===== src/core/uar_pkg.sv =====
`default_nettype none
package uar_pkg;

  // --------------------------------------------------------------------------
  // Bus geometry
  // --------------------------------------------------------------------------
  localparam int unsigned ADR_W = 10;
  localparam int unsigned DAT_W = 32;

  // --------------------------------------------------------------------------
  // Device register indices, byte address is four times the index
  // --------------------------------------------------------------------------
  localparam logic [7:0] IDX_IRQ_FLAGS = 8'h0c;
  localparam logic [7:0] IDX_RX_STATUS_CONTROL = 8'h18;
  localparam logic [7:0] IDX_RX_DATA = 8'h1a;
  localparam logic [7:0] IDX_IRQ_ENABLES = 8'h8c;
  localparam logic [7:0] IDX_TX_STATUS_CONTROL = 8'h98;
  localparam logic [7:0] IDX_BAUD_DIVISOR = 8'h99;

  // Reset values
  localparam logic [7:0] RST_RX_STATUS_CONTROL = 8'h00;
  localparam logic [7:0] RST_IRQ_ENABLES = 8'h00;
  localparam logic [7:0] RST_TX_STATUS_CONTROL = 8'h02;
  localparam logic [7:0] RST_BAUD_DIVISOR = 8'h00;

  // --------------------------------------------------------------------------
  // Field positions
  // --------------------------------------------------------------------------
  localparam int unsigned BIT_RECEIVE_COMPLETE = 5;  // Flags and enables
  localparam int unsigned BIT_SERIAL_PORT_EN = 7;
  localparam int unsigned BIT_NINE_BIT_RX = 6;
  localparam int unsigned BIT_SINGLE_RX_EN = 5;
  localparam int unsigned BIT_CONT_RX_EN = 4;
  localparam int unsigned BIT_ADDR_DETECT_EN = 3;
  localparam int unsigned BIT_FRAMING_ERR = 2;
  localparam int unsigned BIT_OVERRUN_ERR = 1;
  localparam int unsigned BIT_RX_NINTH = 0;
  localparam int unsigned BIT_SYNC_MODE = 4;
  localparam int unsigned BIT_HIGH_SPEED_BAUD = 2;
  localparam int unsigned BIT_SHIFTER_EMPTY = 1;
  localparam logic [7:0] RX_CTRL_WR_MASK = 8'hf8;
  localparam logic [7:0] TX_CTRL_WR_MASK = 8'hfd;

  // --------------------------------------------------------------------------
  // Frame timing
  // --------------------------------------------------------------------------
  localparam logic [3:0] OVERSAMPLE_LAST = 4'hf;  // Sixteen ticks per bit
  localparam logic [3:0] OVERSAMPLE_MID = 4'h7;   // Mid-bit sample point
  localparam logic [3:0] DATA_BITS_8 = 4'h8;
  localparam logic [3:0] DATA_BITS_9 = 4'h9;
  localparam logic [1:0] FIFO_DEPTH = 2'h2;

  // --------------------------------------------------------------------------
  // Host transmitter registers, byte addresses
  // --------------------------------------------------------------------------
  localparam logic [ADR_W-1:0] HOST_ADR_DATA = 10'h000;
  localparam logic [ADR_W-1:0] HOST_ADR_STATUS = 10'h004;
  localparam logic [ADR_W-1:0] HOST_ADR_DIVISOR = 10'h008;
  localparam logic [ADR_W-1:0] HOST_ADR_CONTROL = 10'h00c;
  localparam logic [15:0] RST_HOST_DIVISOR = 16'h0010;
  localparam logic [3:0] FRAME_BITS_8 = 4'ha;
  localparam logic [3:0] FRAME_BITS_9 = 4'hb;

  // Receiver states, Gray along idle, start, data, stop
  typedef enum logic [1:0] {
    UAR_IDLE = 2'b00,
    UAR_START = 2'b01,
    UAR_DATA = 2'b11,
    UAR_STOP = 2'b10
  } uar_rx_state_type;

endpackage
`default_nettype wire


===== src/core/uar_link_if.sv =====
`timescale 1ns/10ps
`default_nettype none
// Serial line from the transmitting host to the receiving device
interface uar_link_if;
  logic line;
  modport dev (input line);
  modport host (output line);
endinterface
`default_nettype wire


===== src/core/uar_rx_dev.sv =====
// Local design decision: register access over Wishbone.
`timescale 1ns/10ps
`default_nettype none
module uar_rx_dev (
  input wire logic clk_i,
  input wire logic rst_i,
  input wire logic wb_cyc_i,
  input wire logic wb_stb_i,
  input wire logic wb_we_i,
  input wire logic [uar_pkg::ADR_W-1:0] wb_adr_i,
  input wire logic [3:0] wb_sel_i,
  input wire logic [uar_pkg::DAT_W-1:0] wb_dat_i,
  output logic [uar_pkg::DAT_W-1:0] wb_dat_o,
  output logic wb_ack_o,
  output logic rx_irq_o,
  uar_link_if.dev link
);
  import uar_pkg::*;

  // --------------------------------------------------------------------------
  // Declarations
  // --------------------------------------------------------------------------
  logic ack_q;
  logic [DAT_W-1:0] dat_q;
  logic irq_q;
  logic [7:0] ctrl_q;
  logic [7:0] ien_q;
  logic [7:0] txc_q;
  logic [7:0] div_q;
  logic overrun_error_flag_q;
  logic [9:0] fifo_q [0:1];  // {framing error, ninth bit, data}
  logic [1:0] cnt_q;
  logic [9:0] tick_q;
  logic [3:0] os_q;
  logic [3:0] bit_q;
  logic [8:0] shifter_q;
  uar_rx_state_type state_q;
  logic [7:0] idx;
  logic req;
  logic wr_en;
  logic rd_pop;
  logic rx_run;
  logic tick;
  logic [9:0] tick_top;
  logic nine;
  logic addr_mode;
  logic frame_end;
  logic accept;
  logic push;
  logic [9:0] head;

  assign idx = wb_adr_i[9:2];
  assign req = wb_cyc_i & wb_stb_i;
  assign wr_en = req & wb_we_i & ack_q & wb_sel_i[0];
  assign rd_pop = req & ~wb_we_i & ack_q & (idx == IDX_RX_DATA) & (cnt_q != 2'h0);
  assign nine = ctrl_q[BIT_NINE_BIT_RX];
  // Address detect only counts in nine-bit mode
  assign addr_mode = ctrl_q[BIT_ADDR_DETECT_EN] & nine;
  // Serial port on, asynchronous, and a receive enable set
  assign rx_run = ctrl_q[BIT_SERIAL_PORT_EN] & ~txc_q[BIT_SYNC_MODE]
                & (ctrl_q[BIT_CONT_RX_EN] | ctrl_q[BIT_SINGLE_RX_EN]);
  assign head = fifo_q[0];

  // --------------------------------------------------------------------------
  // Bus slave
  // --------------------------------------------------------------------------
  // Acknowledge one cycle after the request
  always_ff @(posedge clk_i) begin
    if (rst_i) begin
      ack_q <= 1'b0;
    end else begin
      ack_q <= req & ~ack_q;
    end
  end

  // Read data, framing error and ninth bit show the head of the FIFO
  always_ff @(posedge clk_i) begin
    if (rst_i) begin
      dat_q <= '0;
    end else if (req & ~ack_q) begin
      unique case (idx)
        IDX_IRQ_FLAGS: dat_q <= {24'h0, 2'b00, (cnt_q != 2'h0), 5'h00};
        IDX_RX_STATUS_CONTROL: dat_q <= {24'h0, ctrl_q[7:3], head[9], overrun_error_flag_q, head[8]};
        IDX_RX_DATA: dat_q <= {24'h0, head[7:0]};
        IDX_IRQ_ENABLES: dat_q <= {24'h0, ien_q};
        IDX_TX_STATUS_CONTROL: dat_q <= {24'h0, txc_q | RST_TX_STATUS_CONTROL};
        IDX_BAUD_DIVISOR: dat_q <= {24'h0, div_q};
        default: dat_q <= '0;
      endcase
    end
  end

  // Control and configuration registers
  always_ff @(posedge clk_i) begin
    if (rst_i) begin
      ctrl_q <= RST_RX_STATUS_CONTROL;
      ien_q <= RST_IRQ_ENABLES;
      txc_q <= RST_TX_STATUS_CONTROL & ~(8'h1 << BIT_SHIFTER_EMPTY);
      div_q <= RST_BAUD_DIVISOR;
    end else if (wr_en) begin
      unique case (idx)
        IDX_RX_STATUS_CONTROL: ctrl_q <= wb_dat_i[7:0] & RX_CTRL_WR_MASK;
        IDX_IRQ_ENABLES: ien_q <= wb_dat_i[7:0];
        IDX_TX_STATUS_CONTROL: txc_q <= wb_dat_i[7:0] & TX_CTRL_WR_MASK;
        IDX_BAUD_DIVISOR: div_q <= wb_dat_i[7:0];
        default: ;
      endcase
    end else if (push & ~ctrl_q[BIT_CONT_RX_EN]) begin
      // Single receive ends after one buffered word
      ctrl_q[BIT_SINGLE_RX_EN] <= 1'b0;
    end
  end

  // --------------------------------------------------------------------------
  // Oversampling tick, sixteen per bit
  // --------------------------------------------------------------------------
  // Low speed divides a further four times
  assign tick_top = txc_q[BIT_HIGH_SPEED_BAUD] ? {2'b00, div_q} : {div_q, 2'b11};
  assign tick = (tick_q == tick_top);

  always_ff @(posedge clk_i) begin
    if (rst_i | ~rx_run | tick) begin
      tick_q <= '0;
    end else begin
      tick_q <= tick_q + 10'h1;
    end
  end

  // --------------------------------------------------------------------------
  // Frame receiver
  // --------------------------------------------------------------------------
  assign frame_end = tick & (state_q == UAR_STOP) & (os_q == OVERSAMPLE_LAST);

  // Start, data bits LSB first, stop, each sampled mid-bit
  always_ff @(posedge clk_i) begin
    if (rst_i | ~rx_run) begin
      state_q <= UAR_IDLE;
      os_q <= '0;
      bit_q <= '0;
      shifter_q <= '0;
    end else if (tick) begin
      os_q <= os_q + 4'h1;
      unique case (state_q)
        UAR_IDLE: begin
          os_q <= '0;
          if (~link.line) begin
            state_q <= UAR_START;
          end
        end
        UAR_START: begin
          if (os_q == OVERSAMPLE_MID) begin
            os_q <= '0;
            bit_q <= '0;
            // Glitch shorter than half a bit is no start
            state_q <= link.line ? UAR_IDLE : UAR_DATA;
          end
        end
        UAR_DATA: begin
          if (os_q == OVERSAMPLE_LAST) begin
            // A new frame overwrites whatever was ignored before
            shifter_q[bit_q] <= link.line;
            bit_q <= bit_q + 4'h1;
            if (bit_q == (nine ? DATA_BITS_9 : DATA_BITS_8) - 4'h1) begin
              state_q <= UAR_STOP;
            end
          end
        end
        UAR_STOP: begin
          if (os_q == OVERSAMPLE_LAST) begin
            state_q <= UAR_IDLE;
          end
        end
      endcase
    end
  end

  // --------------------------------------------------------------------------
  // Receive FIFO, two entries
  // --------------------------------------------------------------------------
  // Data frames are dropped under address detect
  assign accept = ~addr_mode | shifter_q[8];
  // Transfers blocked while overrun stands
  assign push = frame_end & accept & ~overrun_error_flag_q & ((cnt_q != FIFO_DEPTH) | rd_pop);

  always_ff @(posedge clk_i) begin
    if (rst_i) begin
      cnt_q <= '0;
      fifo_q[0] <= '0;
      fifo_q[1] <= '0;
    end else begin
      if (rd_pop) begin
        fifo_q[0] <= fifo_q[1];
      end
      if (push) begin
        // Framing error and ninth bit travel with the byte
        if (cnt_q - {1'b0, rd_pop} == 2'h0) begin
          fifo_q[0] <= {~link.line, (nine & shifter_q[8]), shifter_q[7:0]};
        end else begin
          fifo_q[1] <= {~link.line, (nine & shifter_q[8]), shifter_q[7:0]};
        end
      end
      cnt_q <= cnt_q + {1'b0, push} - {1'b0, rd_pop};
    end
  end

  // Overrun sticks until the continuous enable is cleared
  always_ff @(posedge clk_i) begin
    if (rst_i) begin
      overrun_error_flag_q <= 1'b0;
    end else if (frame_end & accept & ~overrun_error_flag_q & (cnt_q == FIFO_DEPTH) & ~rd_pop) begin
      overrun_error_flag_q <= 1'b1;
    end else if (~ctrl_q[BIT_CONT_RX_EN]) begin
      overrun_error_flag_q <= 1'b0;
    end
  end

  // Interrupt request from complete flag and its enable
  always_ff @(posedge clk_i) begin
    if (rst_i) begin
      irq_q <= 1'b0;
    end else begin
      irq_q <= (cnt_q + {1'b0, push} - {1'b0, rd_pop} != 2'h0)
             & ien_q[BIT_RECEIVE_COMPLETE];
    end
  end

  assign wb_ack_o = ack_q;
  assign wb_dat_o = dat_q;
  assign rx_irq_o = irq_q;

endmodule  // uar_rx_dev
`default_nettype wire


===== src/flat_wrapper.sv =====
// flat-port wrapper written by rule: the top's interface ports become plain ports
module uar_rx_dev_flat import uar_pkg::*;
  (clk_i, rst_i, wb_cyc_i, wb_stb_i, wb_we_i, wb_adr_i, wb_sel_i, wb_dat_i, wb_dat_o, wb_ack_o, rx_irq_o, link_line);
  uar_link_if link_i ();
  input wire logic clk_i;
  input wire logic rst_i;
  input wire logic wb_cyc_i;
  input wire logic wb_stb_i;
  input wire logic wb_we_i;
  input wire logic [uar_pkg::ADR_W-1:0] wb_adr_i;
  input wire logic [3:0] wb_sel_i;
  input wire logic [uar_pkg::DAT_W-1:0] wb_dat_i;
  output logic [uar_pkg::DAT_W-1:0] wb_dat_o;
  output logic wb_ack_o;
  output logic rx_irq_o;
  input wire logic [$bits(link_i.line)-1:0] link_line;
  assign link_i.line = link_line;
  uar_rx_dev u_core (.clk_i(clk_i), .rst_i(rst_i), .wb_cyc_i(wb_cyc_i), .wb_stb_i(wb_stb_i), .wb_we_i(wb_we_i), .wb_adr_i(wb_adr_i), .wb_sel_i(wb_sel_i), .wb_dat_i(wb_dat_i), .wb_dat_o(wb_dat_o), .wb_ack_o(wb_ack_o), .rx_irq_o(rx_irq_o), .link(link_i));
endmodule

===== config.mk =====
export PLATFORM = sky130hd
export DESIGN_NAME = uar_rx_dev_flat
export DESIGN_NICKNAME = d
export VERILOG_FILES = /design/src/core/uar_pkg.sv /design/src/core/uar_link_if.sv /design/src/core/uar_rx_dev.sv /design/src/flat_wrapper.sv
export SDC_FILE = /design/constraint.sdc
export NUM_CORES = 1
export LEC_CHECK = 0
export ABC_AREA = 0
export BUFFER_PORTS_ARGS = -buffer_cell sky130_fd_sc_hd__clkbuf_2
export CORE_MARGIN = 2
export CORE_UTILIZATION = 56
export DETAILED_ROUTE_END_ITERATION = 7
export PLACE_DENSITY = 0.8
export SLEW_MARGIN = 15
export SYNTH_ARGS = -nofsm -noshare
export SYNTH_HDL_FRONTEND = slang
export SYNTH_SLANG_ARGS = --single-unit

===== constraint.sdc =====
create_clock -name clk_i -period 4.7 [get_ports clk_i]
set_clock_uncertainty 0.2 [all_clocks]
set_input_delay 0.47 -clock clk_i [delete_from_list [all_inputs] [get_ports clk_i]]
set_output_delay 0.47 -clock clk_i [all_outputs]
set_load 0.02 [all_outputs]

==> results_dict.tcl, run 1 <==
set metrics [dict create \
    outcome "complete, but fails checks" \
    violations "DRC" \
    synth_cell_types 57 \
    antenna_found_initial 0 \
    clk_latency_ps 380 \
    die_area_sq_um 9160 \
    track_usage 0.246 \
    synthTopCellsByArea "dfxtp_1 30%, edfxtp_1 13%, a21oi_1 6.5%, nand3_1 5.9%, nand2_1 5.7%" \
    leakagePower_nw 1.84 \
    dp_hpwl_microns 7760 \
    netlist_instances 550 \
    firstDrtPassIters 8 \
    syn_area_sq_um 4710 \
    synth_edf_count 20 \
    maxSlewViolCount 0 \
    worst_hold_startpoint "wb_dat_i[1]" \
    drcViolationCount 13 \
    hold_viol 0 \
    ys.flop_type "dfxtp_1" \
    htreeDepth 3 \
    area_delta_synth_final_pct 7.01 \
    pwr-share-seq 0.575 \
    cp-startpoint "wb_adr_i[7]" \
    cts_tree "done" \
    core-area_sq_um 8180 \
    hold_slack_ps 135 \
    vias_per_cell 5.96 \
    yosys.area.top_type "dfxtp_1" \
    finalCritPeriodShare 0.820 \
    postCtsSetupBuffers 0 \
    min_period_ps 3850 \
    tightestPinTransition_ps 1100 \
    ant_nets 0 \
    ys_warn_count 0 \
    synth_commonest_cells "72 x nand2_1, 70 x dfxtp_1, 61 x a21oi_1" \
    yosysSeqAreaShare 0.425 \
    rows 33 \
    finalSetupTns_ps 0 \
    synth_most_common_cell "nand2_1" \
    post_cts_resized 0 \
    p_int_mw 1.02 \
    vias 4056 \
    clock_path_buffers 2 \
    wl_per_cell_microns 16.0 \
    start_util 0.576 \
    drive_above_1_share 0.115 \
    slew_headroom 0.259 \
    cts_buffers 9 \
    ys_seq_elements 90 \
    cp_data_arrival_time_ps 3700 \
    end_kind "flip-flop" \
    cp-start-kind "primary input" \
    fmax_ghz 0.260 \
    io_buffers 32 \
    crit_required_ps 4550 \
    crit_fanout 10 \
    postSynth.asyncResetShare 0 \
    synth_top_cell_area_share 0.297 \
    overflow 0 \
    ir_drop_mv 0.193 \
    cts.clk_slew.worst_paths_ps 100 \
    fp.dieW_microns 95.7 \
    reg2reg_from "u_core.wb_ack_o" \
    crit_type "primary input to flip-flop" \
    io_pins 86 \
    gp_congestion 0.934 \
    combPwrFrac 0.045 \
    routed_wl_microns 10900 \
    n_antenna_cell 0 \
    switching_share 0.267 \
    final_nets 631 \
    rsz0062_at_grt "no" \
    cts_sinks 90 \
    grt_pass1_vias 3517 \
    drt_iter0_drc 239 \
    grt_max_degree 47 \
    hold_path_class "primary input to flip-flop" \
    utilization 0.617 \
    syn_area_per_cell_sq_um 8.57 \
    fp.dieH_microns 95.7 \
    max_cap_violations 0 \
    grt_pass1_wl_microns 17300 \
    pwr-share-clk 0.380 \
    p_sw_uw 370 \
    timing.final.setup_violations 0 \
    cts-hold-fix-buffers 0 \
    cts.root.buffer_cell "clkbuf_8" \
    powerDensity_nw_per_um2 275 \
]
## cells by family (layout without fill, tap and decap cells)
kind of cell | count (synthesis) | in the layout | share of synthesized area
XOR/XNOR | 21 | 21 | 0.0390
multiplexers | 16 | 16 | 0.0340
AND/OR/NAND/NOR | 241 | 241 | 0.257
adder cells (fa/ha/maj) | 9 | 9 | 0.0239
flip-flops | 90 | 90 | 0.425
buffers and inverters | 59 | 61 | 0.0674
AO/OA/AOI/OAI | 113 | 113 | 0.153
other | 1 | 24 | 0.000796
## metrics by stage
step / cell area (sq um) / power, mW / setup WS, ps / instances
after global placement: 4850 / 0.874 / 535 / 664
after floorplan: 4800 / 0.871 / 587 / 573
after global routing: 5040 / 1.42 / 686 / 680
after detailed placement: 4850 / 0.876 / 453 / 664
final: 5040 / 1.39 / 848 / 680
after CTS: 5040 / 1.40 / 859 / 680
## per-layer routing
layer,wire [microns],global-route usage,vias up
li1,-,-,1956
met1,4700,0.341,1916
met2,5250,0.377,159
met3,680,0.0595,25
met4,243,0.0845,0
met5,0,0,-
## cell type report
type / count / area (sq um)
Fill cell: 709 / 3130
Inverter: 9 / 33.8
Clock inverter: 7 / 70.1
Sequential cell: 90 / 2000
Multi-Input combinational cell: 424 / 2490
Tap cell: 105 / 131
Timing Repair Buffer: 36 / 190
Clock buffer: 9 / 124
## power by group through the flow
| stage | combinational (mW) | clock, mW | sequential (mW) |
|---|---|---|---|
| after floorplan | 0.0574 | 0 | 0.813 |
| after global placement | 0.0605 | 0 | 0.814 |
| after detailed placement | 0.0612 | 0 | 0.814 |
| after CTS | 0.0615 | 0.537 | 0.796 |
| after global routing | 0.0686 | 0.559 | 0.797 |
| final | 0.0626 | 0.527 | 0.797 |
## critical path, cell delays in order
cell      delay, ps
clkbuf_2         80
or3b_1          520
or4_4           630
or2_2           320
inv_1           110
ha_1            170
xor2_1           90
or3b_2          500
a211oi_4        220
nand4_2         190
nand2_1         380
## flip-flops by register name, indices dropped and copies added (netlist names)
| register | cells |
|---|---|
| u_core.bit_q | 4 |
| u_core.cnt_q | 2 |
| u_core.ctrl_q | 5 |
| u_core.div_q | 8 |
| u_core.fifo_q | 20 |
| u_core.ien_q | 8 |
| u_core.os_q | 4 |
| u_core.overrun_error_flag_q | 1 |
| u_core.rx_irq_o | 1 |
| u_core.shifter_q | 9 |
| u_core.state_q | 2 |
| u_core.tick_q | 10 |
| u_core.txc_q | 7 |
| u_core.wb_ack_o | 1 |
| u_core.wb_dat_o | 8 |
## worst paths after layout
check                                           end  slack [ps]  depth (start not counted)
worst max-delay path            u_core.fifo_q[0][9]         850                         11
worst min-delay path                u_core.ien_q[1]         140                          3
worst max register to register  u_core.fifo_q[0][9]        1230                         10
worst min register to register      u_core.txc_q[5]         260                          2
## cells in the final DEF, fill, tap and decap left out, types with 7 or more instances in the layout
master	count
conb_1	24
nand4_1	8
xor2_1	10
a21oi_1	61
clkbuf_8	9
xnor2_1	11
edfxtp_1	20
dfxtp_1	70
and2_1	8
nor2_1	44
ha_1	9
mux2i_1	16
nand2_1	72
a22o_1	7
nor3_1	11
inv_1	9
o21ai_0	12
nand3_1	56
clkbuf_2	32
No activity file was read; power rests on OpenSTA's default activity.
==> inputs of run 2 (changes only) <==
- CORE_UTILIZATION: 56 -> 51
- PLACE_DENSITY: 0.8 -> 0.77
- clock period: 4.7 -> 3.42 ns (I/O delays scaled with it)
==> run 2 against run 1 <==
The run now ends clean. Register-to-register slack got worse by 990 ps. Critical path depth up 2. Flip-flop and latch count did not move. Largest power group unchanged.
==> results_dict.tcl, run 2 (synthesized netlist as in run 1, its figures left out) <==
set metrics [dict create \
    routed_wl_microns 10900 \
    drt_iter0_drc 268 \
    grt_pass1_vias 3786 \
    htreeDepth 3 \
    pwr-share-clk 0.379 \
    timing.final.setup_violations 0 \
    io_pins 86 \
    overflow 0 \
    crit_type "primary input to flip-flop" \
    track_usage 0.226 \
    reg2reg_from "u_core.wb_ack_o" \
    cp-start-kind "primary input" \
    maxSlewViolCount 0 \
    die_area_sq_um 10000 \
    cts_tree "done" \
    rr_worst_depth 12 \
    wl_per_cell_microns 15.5 \
    slowest_stage "or4_4" \
    firstDrtPassIters 5 \
    n_antenna_cell 0 \
    rows 35 \
    largest_reg_flops 20 \
    postPlaceCellArea_sq_um 5040 \
    hold_viol 0 \
    combPwrFrac 0.049 \
    rsz0062_at_grt "no" \
    p_sw_uw 444 \
    leakagePower_nw 1.91 \
    top_register "u_core.fifo_q" \
    cts_sinks 90 \
    fp.dieH_microns 100 \
    slowest_delay_ps 550 \
    area_delta_synth_final_pct 11.1 \
    drive_above_1_share 0.144 \
    ir_drop_mv 0.219 \
    vias 4037 \
    post_cts_resized 0 \
    fp.dieW_microns 100 \
    tightestPinTransition_ps 661 \
    cp_cell_sequence "clkbuf_2, or3b_1, or4_4, or2_4, inv_4, ha_4, xor2_2, or3b_4, a211oi_4, nand4_2, buf_12, nand2_1, a21oi_1" \
    start_util 0.517 \
    vias_per_cell 5.74 \
    antenna_found_initial 0 \
    p_int_mw 1.47 \
    powerDensity_nw_per_um2 366 \
    outcome "finished, final reports clean" \
    gp_congestion 0.842 \
    final_common_cell "nand2_1" \
    pwr-share-seq 0.572 \
    postCtsSetupBuffers 0 \
    fmax_ghz 0.310 \
    finalSetupTns_ps 0 \
    cp_data_arrival_time_ps 3120 \
    grt_max_degree 46 \
    io_buffers 32 \
    finalCritPeriodShare 0.944 \
    hold_path_end "u_core.div_q[1]" \
    finish.instance_area_sq_um 5240 \
    grt_pass1_wl_microns 18200 \
    crit_required_ps 3310 \
    crit_fanout 10 \
    final_cell_mix "71 x nand2_1, 70 x dfxtp_1, 61 x a21oi_1, 56 x nand3_1, 44 x nor2_1" \
    dp_hpwl_microns 7870 \
    cts-hold-fix-buffers 0 \
    reg_top3 "u_core.fifo_q (20), u_core.tick_q (10), u_core.shifter_q (9)" \
    worst_hold_startpoint "wb_dat_i[1]" \
    clk_latency_ps 360 \
    rrSetupSlack_ps 240 \
    reg2reg_to "u_core.fifo_q[0][6]" \
    end_kind "flip-flop" \
    hold_depth 3 \
    min_period_ps 3230 \
    switching_share 0.232 \
    drcViolationCount 0 \
    final_nets 648 \
    core-area_sq_um 9110 \
    slew_headroom 0.553 \
    ant_nets 0 \
    max_cap_violations 0 \
    hold_path_class "primary input to flip-flop" \
    cts.root.buffer_cell "clkbuf_8" \
    clock_path_buffers 2 \
    cts.clk_slew.worst_paths_ps 80 \
    cts_buffers 9 \
]
## run 2: cell types whose count changed in the layout (fill, tap and decap cells not counted), sizes merged
| cell | delta |
|---|---|
| buf | +17 |
| bufinv | +1 |
| clkbuf | +2 |
| clkinvlp | +1 |
| inv | -4 |
## run 2: worst max-delay path: cells and delay by family
family	cells	cell delay, ps
buffers and inverters	3	350
and+or+nand+nor	6	1910
xor gates and xnor gates	1	60
AOI/OAI and AO/OA	2	320
adders and majority gates	1	120
## run 2: cell type report
class / instances / area, sq um
Fill cell: 813 / 3870
Multi-Input combinational cell: 424 / 2530
Sequential cell: 90 / 2000
Timing Repair Buffer: 53 / 330
Clock buffer: 11 / 141
Tap cell: 111 / 139
Clock inverter: 5 / 53.8
Inverter: 9 / 36.3
## run 2: power by group through the flow
stage               logic, mW  clock network [mW]  registers (mW)
floorplan              0.0819                   0            1.12
global placement       0.0912                   0            1.12
detailed placement     0.0926                   0            1.12
CTS                    0.0928               0.739            1.09
global route            0.103               0.780            1.10
finish                 0.0937               0.726            1.09
## run 2: worst max-delay path by stage
stage / start / end / slack [ps] / depth (start not counted)
floorplan: wb_adr_i[7] / u_core.fifo_q[0][0] / -200 / 12
global placement: wb_adr_i[2] / u_core.fifo_q[0][9] / -160 / 12
detailed placement: wb_adr_i[2] / u_core.fifo_q[0][9] / -180 / 12
CTS: wb_adr_i[2] / u_core.fifo_q[0][9] / 190 / 12
global route: wb_adr_i[2] / u_core.fifo_q[0][6] / 90 / 13
finish: wb_adr_i[2] / u_core.fifo_q[0][6] / 190 / 13
## run 2: routing by layer
layer / track usage / vias up / part of all wire
met5: 0 / - / 0
met4: 0.0906 / 0 / 0.021
met3: 0.0439 / 21 / 0.052
met2: 0.364 / 131 / 0.49
met1: 0.300 / 1898 / 0.44
li1: - / 1987 / -
## run 2: stage by stage
stage,hold slack [ps],std cells,setup slack (ps),util,power [mW]
3_5_place_dp,245,687,-183,0.553,1.21
2_1_floorplan,236,573,-198,-,1.20
4_1_cts,33.7,703,189,0.575,1.93
6_report,35.6,703,193,0.575,1.91
5_1_grt,38.6,703,93.8,0.575,1.98
3_3_place_gp,242,687,-159,0.553,1.21
